==> config.mk <==
export PLATFORM = sky130hd
export DESIGN_NAME = tmpi_core
export DESIGN_NICKNAME = d
export VERILOG_FILES = /design/src/tmpi_pkg.sv /design/src/tmpi_core.sv /design/src/tmpi_fifo.sv
export SDC_FILE = /design/constraint.sdc
export NUM_CORES = 2
export LEC_CHECK = 0
export BUFFER_PORTS_ARGS = -buffer_cell sky130_fd_sc_hd__buf_2
export CORE_MARGIN = 3
export CORE_UTILIZATION = 60
export DETAILED_ROUTE_END_ITERATION = 12
export GPL_ROUTABILITY_DRIVEN = 0
export MAX_ROUTING_LAYER = met4
export PLACE_DENSITY_LB_ADDON = 0.05
export SETUP_SLACK_MARGIN = 0.4
export SYNTH_ARGS = -nofsm -noshare
export SYNTH_HDL_FRONTEND = slang
export SYNTH_SLANG_ARGS = --single-unit
==> constraint.sdc <==
create_clock -name clk -period 9.4 [get_ports clk]
set_clock_uncertainty 0.05 [all_clocks]
set_input_delay 0.47 -clock clk [delete_from_list [all_inputs] [get_ports clk]]
set_output_delay 0.47 -clock clk [all_outputs]
set_load 0.05 [all_outputs]
==> src/tmpi_pkg.sv <==
// Purpose: Shared constants of the message-pending notification block
// Assumes: 100 MHz core clock, I2C target with 16-bit address pointer
// Notes: Each message is eight bytes, report identifier in the low byte
package tmpi_pkg;
    // ****************************************
    // Target address and object locations
    // ****************************************
    localparam logic [6:0] TARGET_ADDR = 7'h4B;
    localparam logic [15:0] MSG_COUNT_ADDR = 16'h012E;
    localparam logic [15:0] MSG_PROC_ADDR = 16'h012F;
    localparam logic [2:0] MSG_LAST_IDX = 3'h7;
    localparam int MSG_BYTES = 8;
    localparam int MSG_WIDTH = 64;
    localparam int FIFO_DEPTH = 32;
    // ****************************************
    // Field values
    // ****************************************
    localparam logic [7:0] INVALID_REPORT_ID = 8'hFF;
    localparam logic [7:0] IDLE_BYTE = 8'h00;
    localparam int FLAGS_BYTE = 1;
    localparam int TOUCH_DOWN_FLAG_BIT = 6;
    localparam logic [3:0] ACK_BIT_CNT = 4'h8;
    localparam logic [3:0] RESET_BIT_CNT = 4'h0;

    typedef enum logic [1:0] {
        TMPI_IDLE,
        TMPI_ADDR,
        TMPI_WRITE,
        TMPI_READ
    } tmpi_state_type;
endpackage
==> src/tmpi_core.sv <==
// Purpose: I2C target serving touch messages, with the pending-message line
// Assumes: SCL and SDA are asynchronous pins; no clock stretching
// Notes: Writes set the address pointer only; bytes after the second overwrite its high byte
`timescale 1ns/1ns
module tmpi_core #(
    parameter int DEPTH = tmpi_pkg::FIFO_DEPTH
) (
    input wire logic clk,
    input wire logic nrst,
    input wire logic scl_i,
    input wire logic sda_i,
    output logic sda_o,
    output logic sda_oe,
    output logic message_pending_irq_n_o,
    output logic message_pending_irq_n_oe,
    input wire logic msg_valid,
    output logic msg_ready,
    input wire logic [tmpi_pkg::MSG_WIDTH-1:0] msg_data
);
    localparam int CW = $clog2(DEPTH+1);

    initial begin
        if (DEPTH > 255) begin
            $error("tmpi_core message count must fit in one byte");
        end
    end

    // ****************************************
    // Pin synchronisers and bus conditions
    // ****************************************
    logic [1:0] scl_sync_q;
    logic [1:0] sda_sync_q;
    logic scl_prev_q;
    logic sda_prev_q;

    always_ff @(posedge clk) begin
        if (!nrst) begin
            scl_sync_q <= 2'h3;
            sda_sync_q <= 2'h3;
            scl_prev_q <= 1'b1;
            sda_prev_q <= 1'b1;
        end else begin
            scl_sync_q <= {scl_sync_q[0], scl_i};
            sda_sync_q <= {sda_sync_q[0], sda_i};
            scl_prev_q <= scl_sync_q[1];
            sda_prev_q <= sda_sync_q[1];
        end
    end

    wire scl_s = scl_sync_q[1];
    wire sda_s = sda_sync_q[1];
    wire scl_rise = scl_s && !scl_prev_q;
    wire scl_fall = !scl_s && scl_prev_q;
    wire start_w = scl_s && scl_prev_q && sda_prev_q && !sda_s;
    wire stop_w = scl_s && scl_prev_q && !sda_prev_q && sda_s;

    // ****************************************
    // Message queue
    // ****************************************
    logic fifo_valid;
    logic fifo_pop;
    logic [tmpi_pkg::MSG_WIDTH-1:0] fifo_head;
    logic [CW-1:0] fifo_count;

    tmpi_fifo #(
        .WIDTH(tmpi_pkg::MSG_WIDTH),
        .DEPTH(DEPTH)
    ) u_fifo (
        .clk(clk),
        .nrst(nrst),
        .in_valid(msg_valid),
        .in_ready(msg_ready),
        .in_data(msg_data),
        .out_valid(fifo_valid),
        .out_ready(fifo_pop),
        .out_data(fifo_head),
        .count(fifo_count)
    );

    // ****************************************
    // Target state and read data path
    // ****************************************
    tmpi_pkg::tmpi_state_type state_q;
    logic [3:0] cnt_q;
    logic [7:0] sh_q;
    logic [7:0] tx_q;
    logic rw_q;
    logic wr_idx_q;
    logic [15:0] base_q;
    logic [15:0] ptr_q;
    logic [tmpi_pkg::MSG_WIDTH-1:0] cur_q;
    logic cur_real_q;
    logic hold_q;
    logic sda_oe_q;
    logic irq_oe_q;
    logic irq_o_q;
    logic sda_o_q;

    // Byte served at a pointer; the report identifier comes straight from the queue head
    function automatic logic [7:0] byte_at(input logic [15:0] p,
                                           input logic [tmpi_pkg::MSG_WIDTH-1:0] cur,
                                           input logic head_ok,
                                           input logic [7:0] head_id,
                                           input logic [CW-1:0] cnt);
        logic [15:0] off;
        off = p - tmpi_pkg::MSG_PROC_ADDR;
        if (p == tmpi_pkg::MSG_COUNT_ADDR) begin
            byte_at = 8'(cnt);
        end else if (off == 16'h0000) begin
            byte_at = head_ok ? head_id : tmpi_pkg::INVALID_REPORT_ID;
        end else if (off < 16'(tmpi_pkg::MSG_BYTES)) begin
            byte_at = cur[off[2:0]*8 +: 8];
        end else begin
            byte_at = tmpi_pkg::IDLE_BYTE;
        end
    endfunction

    wire in_msg = (ptr_q >= tmpi_pkg::MSG_PROC_ADDR) &&
                  (ptr_q <= tmpi_pkg::MSG_PROC_ADDR + 16'(tmpi_pkg::MSG_LAST_IDX));
    // Continuous reads wrap from the last message byte back to the next report identifier
    wire [15:0] ptr_next = (ptr_q == tmpi_pkg::MSG_PROC_ADDR + 16'(tmpi_pkg::MSG_LAST_IDX)) ?
                           tmpi_pkg::MSG_PROC_ADDR : ptr_q + 16'h0001;
    wire addr_match = (sh_q[7:1] == tmpi_pkg::TARGET_ADDR);
    wire ack_rise = (state_q == tmpi_pkg::TMPI_READ) && scl_rise && (cnt_q == tmpi_pkg::ACK_BIT_CNT);
    wire host_ack = ack_rise && !sda_s;
    wire host_nack = ack_rise && sda_s;
    wire id_acked = host_ack && (ptr_q == tmpi_pkg::MSG_PROC_ADDR);
    wire stage_ptr_valid = (state_q == tmpi_pkg::TMPI_ADDR) ? 1'b1 : 1'b0;
    wire [15:0] stage_ptr = stage_ptr_valid ? base_q : ptr_next;
    wire stage_now = (scl_fall && state_q == tmpi_pkg::TMPI_ADDR &&
                      cnt_q == tmpi_pkg::ACK_BIT_CNT && addr_match && sh_q[0]) || host_ack;
    wire [7:0] stage_byte = byte_at(stage_ptr, cur_q, fifo_valid, fifo_head[7:0], fifo_count);
    // The SCL fall right after START also sees a zero count; only the fall that ends
    // the address ACK still has SDA driven, so that marks the start of the data phase
    wire addr_acked = (state_q == tmpi_pkg::TMPI_ADDR) && (cnt_q == tmpi_pkg::RESET_BIT_CNT) &&
                      sda_oe_q;

    // Pop only once the host has taken the identifier, so a NACK on it loses nothing
    assign fifo_pop = id_acked && cur_real_q;

    always_ff @(posedge clk) begin
        if (!nrst) begin
            state_q <= tmpi_pkg::TMPI_IDLE;
            cnt_q <= tmpi_pkg::RESET_BIT_CNT;
            sh_q <= 8'h00;
            tx_q <= 8'h00;
            rw_q <= 1'b0;
            wr_idx_q <= 1'b0;
            base_q <= tmpi_pkg::MSG_COUNT_ADDR;
            ptr_q <= tmpi_pkg::MSG_COUNT_ADDR;
            sda_oe_q <= 1'b0;
        end else if (start_w || stop_w) begin
            state_q <= start_w ? tmpi_pkg::TMPI_ADDR : tmpi_pkg::TMPI_IDLE;
            cnt_q <= tmpi_pkg::RESET_BIT_CNT;
            wr_idx_q <= 1'b0;
            sda_oe_q <= 1'b0;
        end else if (state_q != tmpi_pkg::TMPI_IDLE) begin
            if (scl_rise) begin
                cnt_q <= (cnt_q == tmpi_pkg::ACK_BIT_CNT) ? tmpi_pkg::RESET_BIT_CNT : cnt_q + 4'h1;
                if (cnt_q != tmpi_pkg::ACK_BIT_CNT) begin
                    sh_q <= {sh_q[6:0], sda_s};
                end
            end
            if (stage_now) begin
                tx_q <= stage_byte;
                ptr_q <= stage_ptr;
            end
            if (host_nack) begin
                state_q <= tmpi_pkg::TMPI_IDLE;
                if (in_msg) begin
                    base_q <= tmpi_pkg::MSG_COUNT_ADDR;
                end
            end
            if (scl_fall) begin
                if (cnt_q == tmpi_pkg::ACK_BIT_CNT && state_q != tmpi_pkg::TMPI_READ) begin
                    // Acknowledge address or written byte
                    sda_oe_q <= (state_q == tmpi_pkg::TMPI_WRITE) || addr_match;
                    if (state_q == tmpi_pkg::TMPI_ADDR) begin
                        rw_q <= sh_q[0];
                        state_q <= addr_match ? tmpi_pkg::TMPI_ADDR : tmpi_pkg::TMPI_IDLE;
                    end else if (!wr_idx_q) begin
                        base_q[7:0] <= sh_q;
                        wr_idx_q <= 1'b1;
                    end else begin
                        base_q[15:8] <= sh_q;
                    end
                end else if (cnt_q == tmpi_pkg::ACK_BIT_CNT) begin
                    sda_oe_q <= 1'b0;
                end else if (addr_acked) begin
                    state_q <= rw_q ? tmpi_pkg::TMPI_READ : tmpi_pkg::TMPI_WRITE;
                    sda_oe_q <= rw_q && !tx_q[7];
                end else if (state_q == tmpi_pkg::TMPI_READ) begin
                    sda_oe_q <= !tx_q[3'(4'h7 - cnt_q)];
                end else begin
                    sda_oe_q <= 1'b0;
                end
            end
        end
    end

    // ****************************************
    // Current message and pending line
    // ****************************************
    always_ff @(posedge clk) begin
        if (!nrst) begin
            cur_q <= '0;
            cur_real_q <= 1'b0;
        end else if (stage_now && stage_ptr == tmpi_pkg::MSG_PROC_ADDR) begin
            // An empty queue serves an all-zero body behind the invalid identifier
            cur_q <= fifo_valid ? fifo_head : tmpi_pkg::MSG_WIDTH'(tmpi_pkg::INVALID_REPORT_ID);
            cur_real_q <= fifo_valid;
        end
    end

    // Level-sensitive by design: the line simply follows "queue not empty" outside the hold
    always_ff @(posedge clk) begin
        if (!nrst) begin
            hold_q <= 1'b0;
            irq_oe_q <= 1'b0;
            irq_o_q <= 1'b0;
            sda_o_q <= 1'b0;
        end else begin
            if (stop_w) begin
                hold_q <= 1'b0;
            end else if (id_acked && cur_real_q) begin
                hold_q <= 1'b1;
            end
            irq_oe_q <= fifo_valid && !hold_q;
            irq_o_q <= 1'b0;
            sda_o_q <= 1'b0;
        end
    end

    assign sda_o = sda_o_q;
    assign sda_oe = sda_oe_q;
    assign message_pending_irq_n_o = irq_o_q;
    assign message_pending_irq_n_oe = irq_oe_q;

    // ****************************************
    // Assertions
    // ****************************************
    a_line_follows_queue: assert property (@(posedge clk) disable iff (!nrst)
        (msg_valid && msg_ready && !hold_q && !id_acked) |=> ##1 message_pending_irq_n_oe)
        else $error("pending line not driven after a new message");
    a_id_release: assert property (@(posedge clk) disable iff (!nrst)
        (id_acked && cur_real_q && !stop_w) |=> ##1 !message_pending_irq_n_oe)
        else $error("pending line not released after identifier ack");
    a_stop_reassert: assert property (@(posedge clk) disable iff (!nrst)
        (stop_w ##1 fifo_valid) |=> message_pending_irq_n_oe)
        else $error("pending line not low again after stop");
    a_stop_quiet: assert property (@(posedge clk) disable iff (!nrst)
        (stop_w ##1 !fifo_valid) |=> !message_pending_irq_n_oe)
        else $error("pending line low after stop with empty queue");
    a_reset_released: assert property (@(posedge clk)
        !nrst |=> !message_pending_irq_n_oe)
        else $error("pending line driven after reset");
    a_invalid_report: assert property (@(posedge clk) disable iff (!nrst)
        (stage_now && stage_ptr == tmpi_pkg::MSG_PROC_ADDR && !fifo_valid && !start_w && !stop_w)
        |=> tx_q == tmpi_pkg::INVALID_REPORT_ID)
        else $error("empty queue did not give invalid identifier");
    a_addr_ignore: assert property (@(posedge clk) disable iff (!nrst)
        (scl_fall && state_q == tmpi_pkg::TMPI_ADDR && cnt_q == tmpi_pkg::ACK_BIT_CNT &&
         !addr_match && !start_w && !stop_w) |=> !sda_oe ##1 state_q == tmpi_pkg::TMPI_IDLE)
        else $error("foreign address acknowledged");
    a_nack_rewind: assert property (@(posedge clk) disable iff (!nrst)
        (host_nack && in_msg && !start_w && !stop_w) |=> base_q == tmpi_pkg::MSG_COUNT_ADDR)
        else $error("pointer not rewound to message count");
    a_flags_byte: assert property (@(posedge clk) disable iff (!nrst)
        (host_ack && ptr_q == tmpi_pkg::MSG_PROC_ADDR && !start_w && !stop_w)
        |=> tx_q == $past(cur_q[tmpi_pkg::FLAGS_BYTE*8 +: 8]))
        else $error("flags byte not staged after identifier");
endmodule // tmpi_core

==> src/tmpi_fifo.sv <==
// Purpose: Message queue between the touch engine and the I2C port
// Assumes: Same clock on both sides
// Notes: Ready on the filling side comes from a flip-flop
`timescale 1ns/1ns
module tmpi_fifo #(
    parameter int WIDTH = 64,
    parameter int DEPTH = 32
) (
    input wire logic clk,
    input wire logic nrst,
    input wire logic in_valid,
    output logic in_ready,
    input wire logic [WIDTH-1:0] in_data,
    output logic out_valid,
    input wire logic out_ready,
    output logic [WIDTH-1:0] out_data,
    output logic [$clog2(DEPTH+1)-1:0] count
);
    localparam int AW = $clog2(DEPTH);
    localparam int CW = $clog2(DEPTH+1);

    initial begin
        if (DEPTH < 2 || (1 << AW) != DEPTH) begin
            $error("tmpi_fifo depth must be a power of two, at least 2");
        end
    end

    logic [WIDTH-1:0] mem_q [DEPTH];
    logic [AW-1:0] wr_q;
    logic [AW-1:0] rd_q;
    logic [CW-1:0] cnt_q;
    logic [CW-1:0] cnt_d;
    logic ready_q;
    wire push = in_valid && ready_q;
    wire pop = out_ready && (cnt_q != '0);

    assign cnt_d = cnt_q + CW'(push) - CW'(pop);
    assign in_ready = ready_q;
    assign out_valid = (cnt_q != '0);
    assign out_data = mem_q[rd_q];
    assign count = cnt_q;

    always_ff @(posedge clk) begin
        if (!nrst) begin
            wr_q <= '0;
            rd_q <= '0;
            cnt_q <= '0;
            ready_q <= 1'b0;
        end else begin
            wr_q <= wr_q + AW'(push);
            rd_q <= rd_q + AW'(pop);
            cnt_q <= cnt_d;
            ready_q <= (cnt_d != CW'(DEPTH));
        end
    end

    always_ff @(posedge clk) begin
        if (push) begin
            mem_q[wr_q] <= in_data;
        end
    end
endmodule // tmpi_fifo

-- Word-level counts from Yosys, hierarchy flattened
Memories as Yosys holds them, arrays and structs flattened. A register that Yosys moved wholly into a read port is not among the register bits.
Index checks and enable logic that the tools add are counted.
- bitwise operators: 3
- multiplexer cells: 36
- equality and inequality tests: 12
- reduce and logical (&&, ||, !) cells: 50
- shift operators: 1
- order comparisons: 4
- add/subtract/negate cells: 8
- operator list (operator ; number):
    16-bit two-way mux ; 7
    16-bit by 9-bit equality test with 1-bit output, second input constant ; 4
    64-bit two-way mux ; 1
    64-bit by 7-bit indexed part select with 8-bit output ; 1
    8-bit two-way mux ; 6
    1-bit logical AND ; 26
    16-bit by 1-bit adder with 16-bit output, second input constant ; 1
    16-bit by 9-bit >= comparator with 1-bit output, second input constant ; 1
    16-bit by 9-bit <= comparator with 1-bit output, second input constant ; 1
    16-bit zero test ; 1
    16-bit by 4-bit < comparator with 1-bit output, second input constant ; 1
    2-bit two-way mux ; 8
    16-bit by 9-bit subtractor with 16-bit output, second input constant ; 1
    1-bit two-way mux ; 11
    5-bit by 1-bit adder with 5-bit output ; 2
    4-bit AND reduction ; 2
    7-bit equality test, second input constant ; 1
    1-bit zero test ; 7
    6-bit by 1-bit adder with 6-bit output ; 1
    6-bit != test, second input constant ; 1
    2-bit AND reduction ; 3
    6-bit nonzero test ; 1
    6-bit by 1-bit subtractor with 6-bit output ; 1
    5-bit two-way mux ; 1
    17 further kinds ; 24
- memories kept: 1
- output and inout bits: 5
- bits in writable memories: 2048
- logic and storage cells: 136
- flip-flop bits (word level): 147
- memories (memory ; depth ; width ; rd ports ; clocked after Yosys merged registers in ; wr ports ; RTL line ; source):
    u_fifo.mem_q ; 32 ; 64 ; 1 ; 1 ; 1 ; tmpi_fifo.sv:28 ; logic [WIDTH-1:0] mem_q [DEPTH];

-- Longest topological paths before layout
- depth after elaboration: 12
- gate-level depth with buffers: 18

-- Cells and area by module
A second synthesis with hierarchy kept.
- cell total of the unflattened synthesis: 4584
- area, all modules: 85767.3 µm²
- modules (own cells, without submodules) (module ; cells each ; sequential area each (µm²) ; instances ; area each (µm²)):
    tmpi_fifo ; 3740 ; 61839.3 ; 1 ; 78816.8
    tmpi_core ; 844 ; 2602.5 ; 1 ; 6950.4

-- Least setup slack after synthesis
Ideal clock, no wire load.
- path type: reg-to-reg
- start: reg u_fifo.ready_q (netlist: u_fifo.in_ready)
- end: mem u_fifo.mem_q[28][0], enable pin
- path slack: 4547 ps
- clock period less this slack: 4853 ps
- arrival: 4317 ps
- data required time: 8863 ps
- buffers on the path: 2
- cell stages (with the launch flop): 6
- path through: dfxtp_1 > and2_1 > clkbuf_1 > or3b_2 > clkbuf_1 > nor2_1
- word-level cells in the longest chain between the ends: 3
- ends and longest elaborated chain (element ; RTL line ; source):
    start: declaration ; tmpi_fifo.sv:33 ; logic ready_q;
    start signal: assignment ; tmpi_fifo.sv:53 ; ready_q <= (cnt_d != CW'(DEPTH));
    1-bit logical AND ; tmpi_fifo.sv:34 ; wire push = in_valid && ready_q;
    1-bit two-way mux ; tmpi_fifo.sv:58 ; if (push) begin
    1-bit two-way mux (implied by the code) ; tmpi_fifo.sv:59 ; mem_q[wr_q] <= in_data;
    end: declaration ; tmpi_fifo.sv:28 ;
Every way passes these cells.

-- Final worst setup path
- start: reg ptr_q[4]
- end: reg cur_q[42] (netlist name)
- word-level cells in the longest chain between the ends: 5
- elaborated cells between the ends (all ways): 6
- ends and longest elaborated chain (element ; RTL line ; source):
    start: declaration ; tmpi_core.sv:90 ; logic [15:0] ptr_q;
    start signal: assignment ; tmpi_core.sv:150 ; ptr_q <= tmpi_pkg::MSG_COUNT_ADDR;
    start signal: assignment ; tmpi_core.sv:166 ; ptr_q <= stage_ptr;
    16-bit by 9-bit equality test with 1-bit output ; tmpi_core.sv:121 ; wire [15:0] ptr_next = (ptr_q == tmpi_pkg::MSG_PROC_ADDR + 16'(tmpi_pkg::MSG_LAST_IDX)) ?
    16-bit two-way mux ; tmpi_core.sv:121 ;
    16-bit two-way mux ; tmpi_core.sv:129 ; wire [15:0] stage_ptr = stage_ptr_valid ? base_q : ptr_next;
    named net stage_ptr[0] ; tmpi_core.sv:129 ;
    16-bit by 9-bit equality test with 1-bit output ; tmpi_core.sv:208 ; end else if (stage_now && stage_ptr == tmpi_pkg::MSG_PROC_ADDR) begin
    1-bit logical AND ; tmpi_core.sv:208 ;
    end signal: assignment ; tmpi_core.sv:210 ; cur_q <= fifo_valid ? fifo_head : tmpi_pkg::MSG_WIDTH'(tmpi_pkg::INVALID_REPORT_ID);
    end: declaration ; tmpi_core.sv:91 ; logic [tmpi_pkg::MSG_WIDTH-1:0] cur_q;
The timed path passes the listed nets, and every way through them passes these cells.
A chain may end at the register's enable or synchronous reset.

==> out/metrics.cfg <==
[grt]
track_usage=0.298
grt_remaining_overflow=0
grt_antenna_before_repair=16
grt_pass1_wl_mm=301
grt_max_degree=147
first_global_vias=42200

[pwr]
ir_drop_mv=0.211
p_per_area_nw_per_um2=208
p_leak_nw=28.3

[flow_run]
cap_violations=0

[worst_hold_path]
hold_path_class=input pin to flop

[routing]
drt-pass1-iter-count=12
drc=1
num_vias=41900
postRouteAntennaNets=0
totalWireLength_mm=207
drt_iter0_markers=5271
via_per_inst=6.83
wl_per_cell_um=33.8

[critical_path]
start_kind=flop
cp_slowest_cell=or4_4
crit_fanout=112
worstPathArrival_ns=5.28
max_stage_delay_ns=0.96
path_cells=nor4bb_1, nand4_2, a31o_2, inv_1, ha_1, inv_1, or4_4, or3_1, a21oi_1
cp.buffers_inverters=2
cpMostUsedCell=inv_1
crit_family=simple AND/OR/NAND/NOR gates
critPathKind=flop to flop
cp.required_ns=10.08
crit_path_end_kind=flop

[floorplan]
die-area_um2=146000
die_y_um=383
pin_count=74
num_rows=137
start_util=0.607
core-area_um2=140000
die_w_um=383

[logic_synthesis]
async_reset_ff_frac=0
syn-cell-area_um2=85100
synth_cells=3913
ys_seq_area_frac=0.757
synth_most_common_cell=edfxtp_1
yosysTopAreaCell=edfxtp_1
synth_edf_count=2048
synth_flop_cell=edfxtp_1
ys_seq_elements=2195
yosys.cell_types.count=79
synthTopCellsByCount=edfxtp_1 (2048), mux4_2 (648), clkbuf_1 (155)
avgSynthCellArea_um2=21.7
synth_top_cell_area_share=0.723
yosysWarnings=0
synthTopCellsByArea=edfxtp_1 (72%), mux4_2 (17%), dfxtp_1 (3.5%)

[clock_network]
postCtsSetupBuffers=0
cts_tree=built
h-tree-depth=4
cts_root_buf=clkbuf_16
cts_inserted_buffers=210
clkLatencyLatePin_ns=0.82
path_clk_slew_ns=0.06
clock_sinks=2195
clockBufferDepth=3

[timing]
max_freq_ghz=0.217
drv_slew=0
worst_slew_pin_slew_ns=1.24
rsz0062_at_grt=no
worst_slack_ns=4.80
fin_crit_ns=4.60
finalSetupViolCount=0
hold_ws_ns=0.0737
relSlewSlack=0.176
fin_crit_sh=0.490
setup_tns_ns=0
hold_viol=0

[placement]
pre_cts_ws_ns=4.99
hpwl_mm=107
port-buffer-count=71

[outcome]
violations=DRC
status=complete, but fails checks

[layout]
drive_gt1_frac=0.273
nFillCells=8871
area_growth_pct=11.2
nNetsFinal=4156

[per-stage QoR]
stage	cells	instance area, um^2	power, W	util
after floorplan	3914	85100	0.0114	-
after global placement	5729	87900	0.0118	0.627
after detailed placement	5729	87900	0.0118	0.627
after CTS	6125	94600	0.0198	0.675
after global routing	6132	94600	0.0203	0.675
final	6134	94600	0.0197	0.675
[where the power goes]
group	leakage (nW)	total, W	switching (W)	internal, W
Combinational	5.47	0.000778	0.000572	0.000206
Sequential	19.6	0.0108	0.0000333	0.0108
Clock	3.24	0.00814	0.00351	0.00463
[metal layers]
metal / up-vias / track usage / share of wire
met5: - / - / 0
met4: 0 / 0.0731 / 0.023
met3: 353 / 0.0511 / 0.091
met2: 2319 / 0.460 / 0.49
met1: 22500 / 0.425 / 0.39
li1: 16800 / - / -
[sequential cells by signal (all words and copies together) (netlist names), 2 cells and up]
name          count
u_fifo.mem_q   2048
cur_q            64
base_q           16
ptr_q            16
sh_q              8
tx_q              8
u_fifo.count      6
u_fifo.rd_q       5
u_fifo.wr_q       5
cnt_q             4
scl_sync_q        2
sda_sync_q        2
state_q           2
[path summary, 6_finish.rpt]
path	cells past startpoint	to	from	slack [ns]
max reg2reg	9	cur_q[42]$_SDFFE_PN0P_	ptr_q[4]$_SDFFE_PN0P_	4.80
min	2	ptr_q[2]$_SDFFE_PN1P_	nrst	0.07
max	9	cur_q[42]$_SDFFE_PN0P_	ptr_q[4]$_SDFFE_PN0P_	4.80
min reg2reg	1	sda_sync_q[1]$_SDFF_PN1_	sda_sync_q[0]$_SDFF_PN1_	0.38
[cell families after synthesis]
kind of cell / Yosys count / share of synthesized area
adder cells (fa/ha/maj): 20 / 0.00303
AND/OR/NAND/NOR: 467 / 0.0275
flip-flops: 2195 / 0.757
buffers and inverters: 246 / 0.0116
XOR/XNOR: 24 / 0.00247
other: 1 / 0.0000441
multiplexers: 719 / 0.180
AO/OA/AOI/OAI: 241 / 0.0181
[cell usage in the layout (no fill, tap or decap), types with 32 or more instances in the layout]
| cell | instances |
|---|---|
| clkbuf_16 | 214 |
| a21oi_1 | 108 |
| buf_4 | 82 |
| buf_2 | 71 |
| mux4_2 | 648 |
| clkbuf_1 | 60 |
| edfxtp_1 | 2048 |
| clkinv_1 | 48 |
| nor2_1 | 92 |
| nor2_4 | 32 |
| a22oi_1 | 32 |
| or3_1 | 62 |
| mux2i_1 | 65 |
| dfxtp_1 | 142 |
| nand2_1 | 132 |
[what timing repair did]
action | CTS | global route
gates resized for setup | 0 | 0
hold buffers | 2 | 0
hold endpoints to repair | 2 | 0
[cell type report]
cell class                      count  area (um^2)  share of cell area
Antenna cell                        9         22.5            0.000238
Clock buffer                      286         5750              0.0607
Clock inverter                    108          910             0.00961
Inverter                           25         96.3             0.00102
Multi-Input combinational cell   1473        19900               0.211
Sequential cell                  2195        64500               0.681
Tap cell                         1876         2350              0.0248
Timing Repair Buffer              162         1130              0.0120
Power figures use the tool's default switching activity.
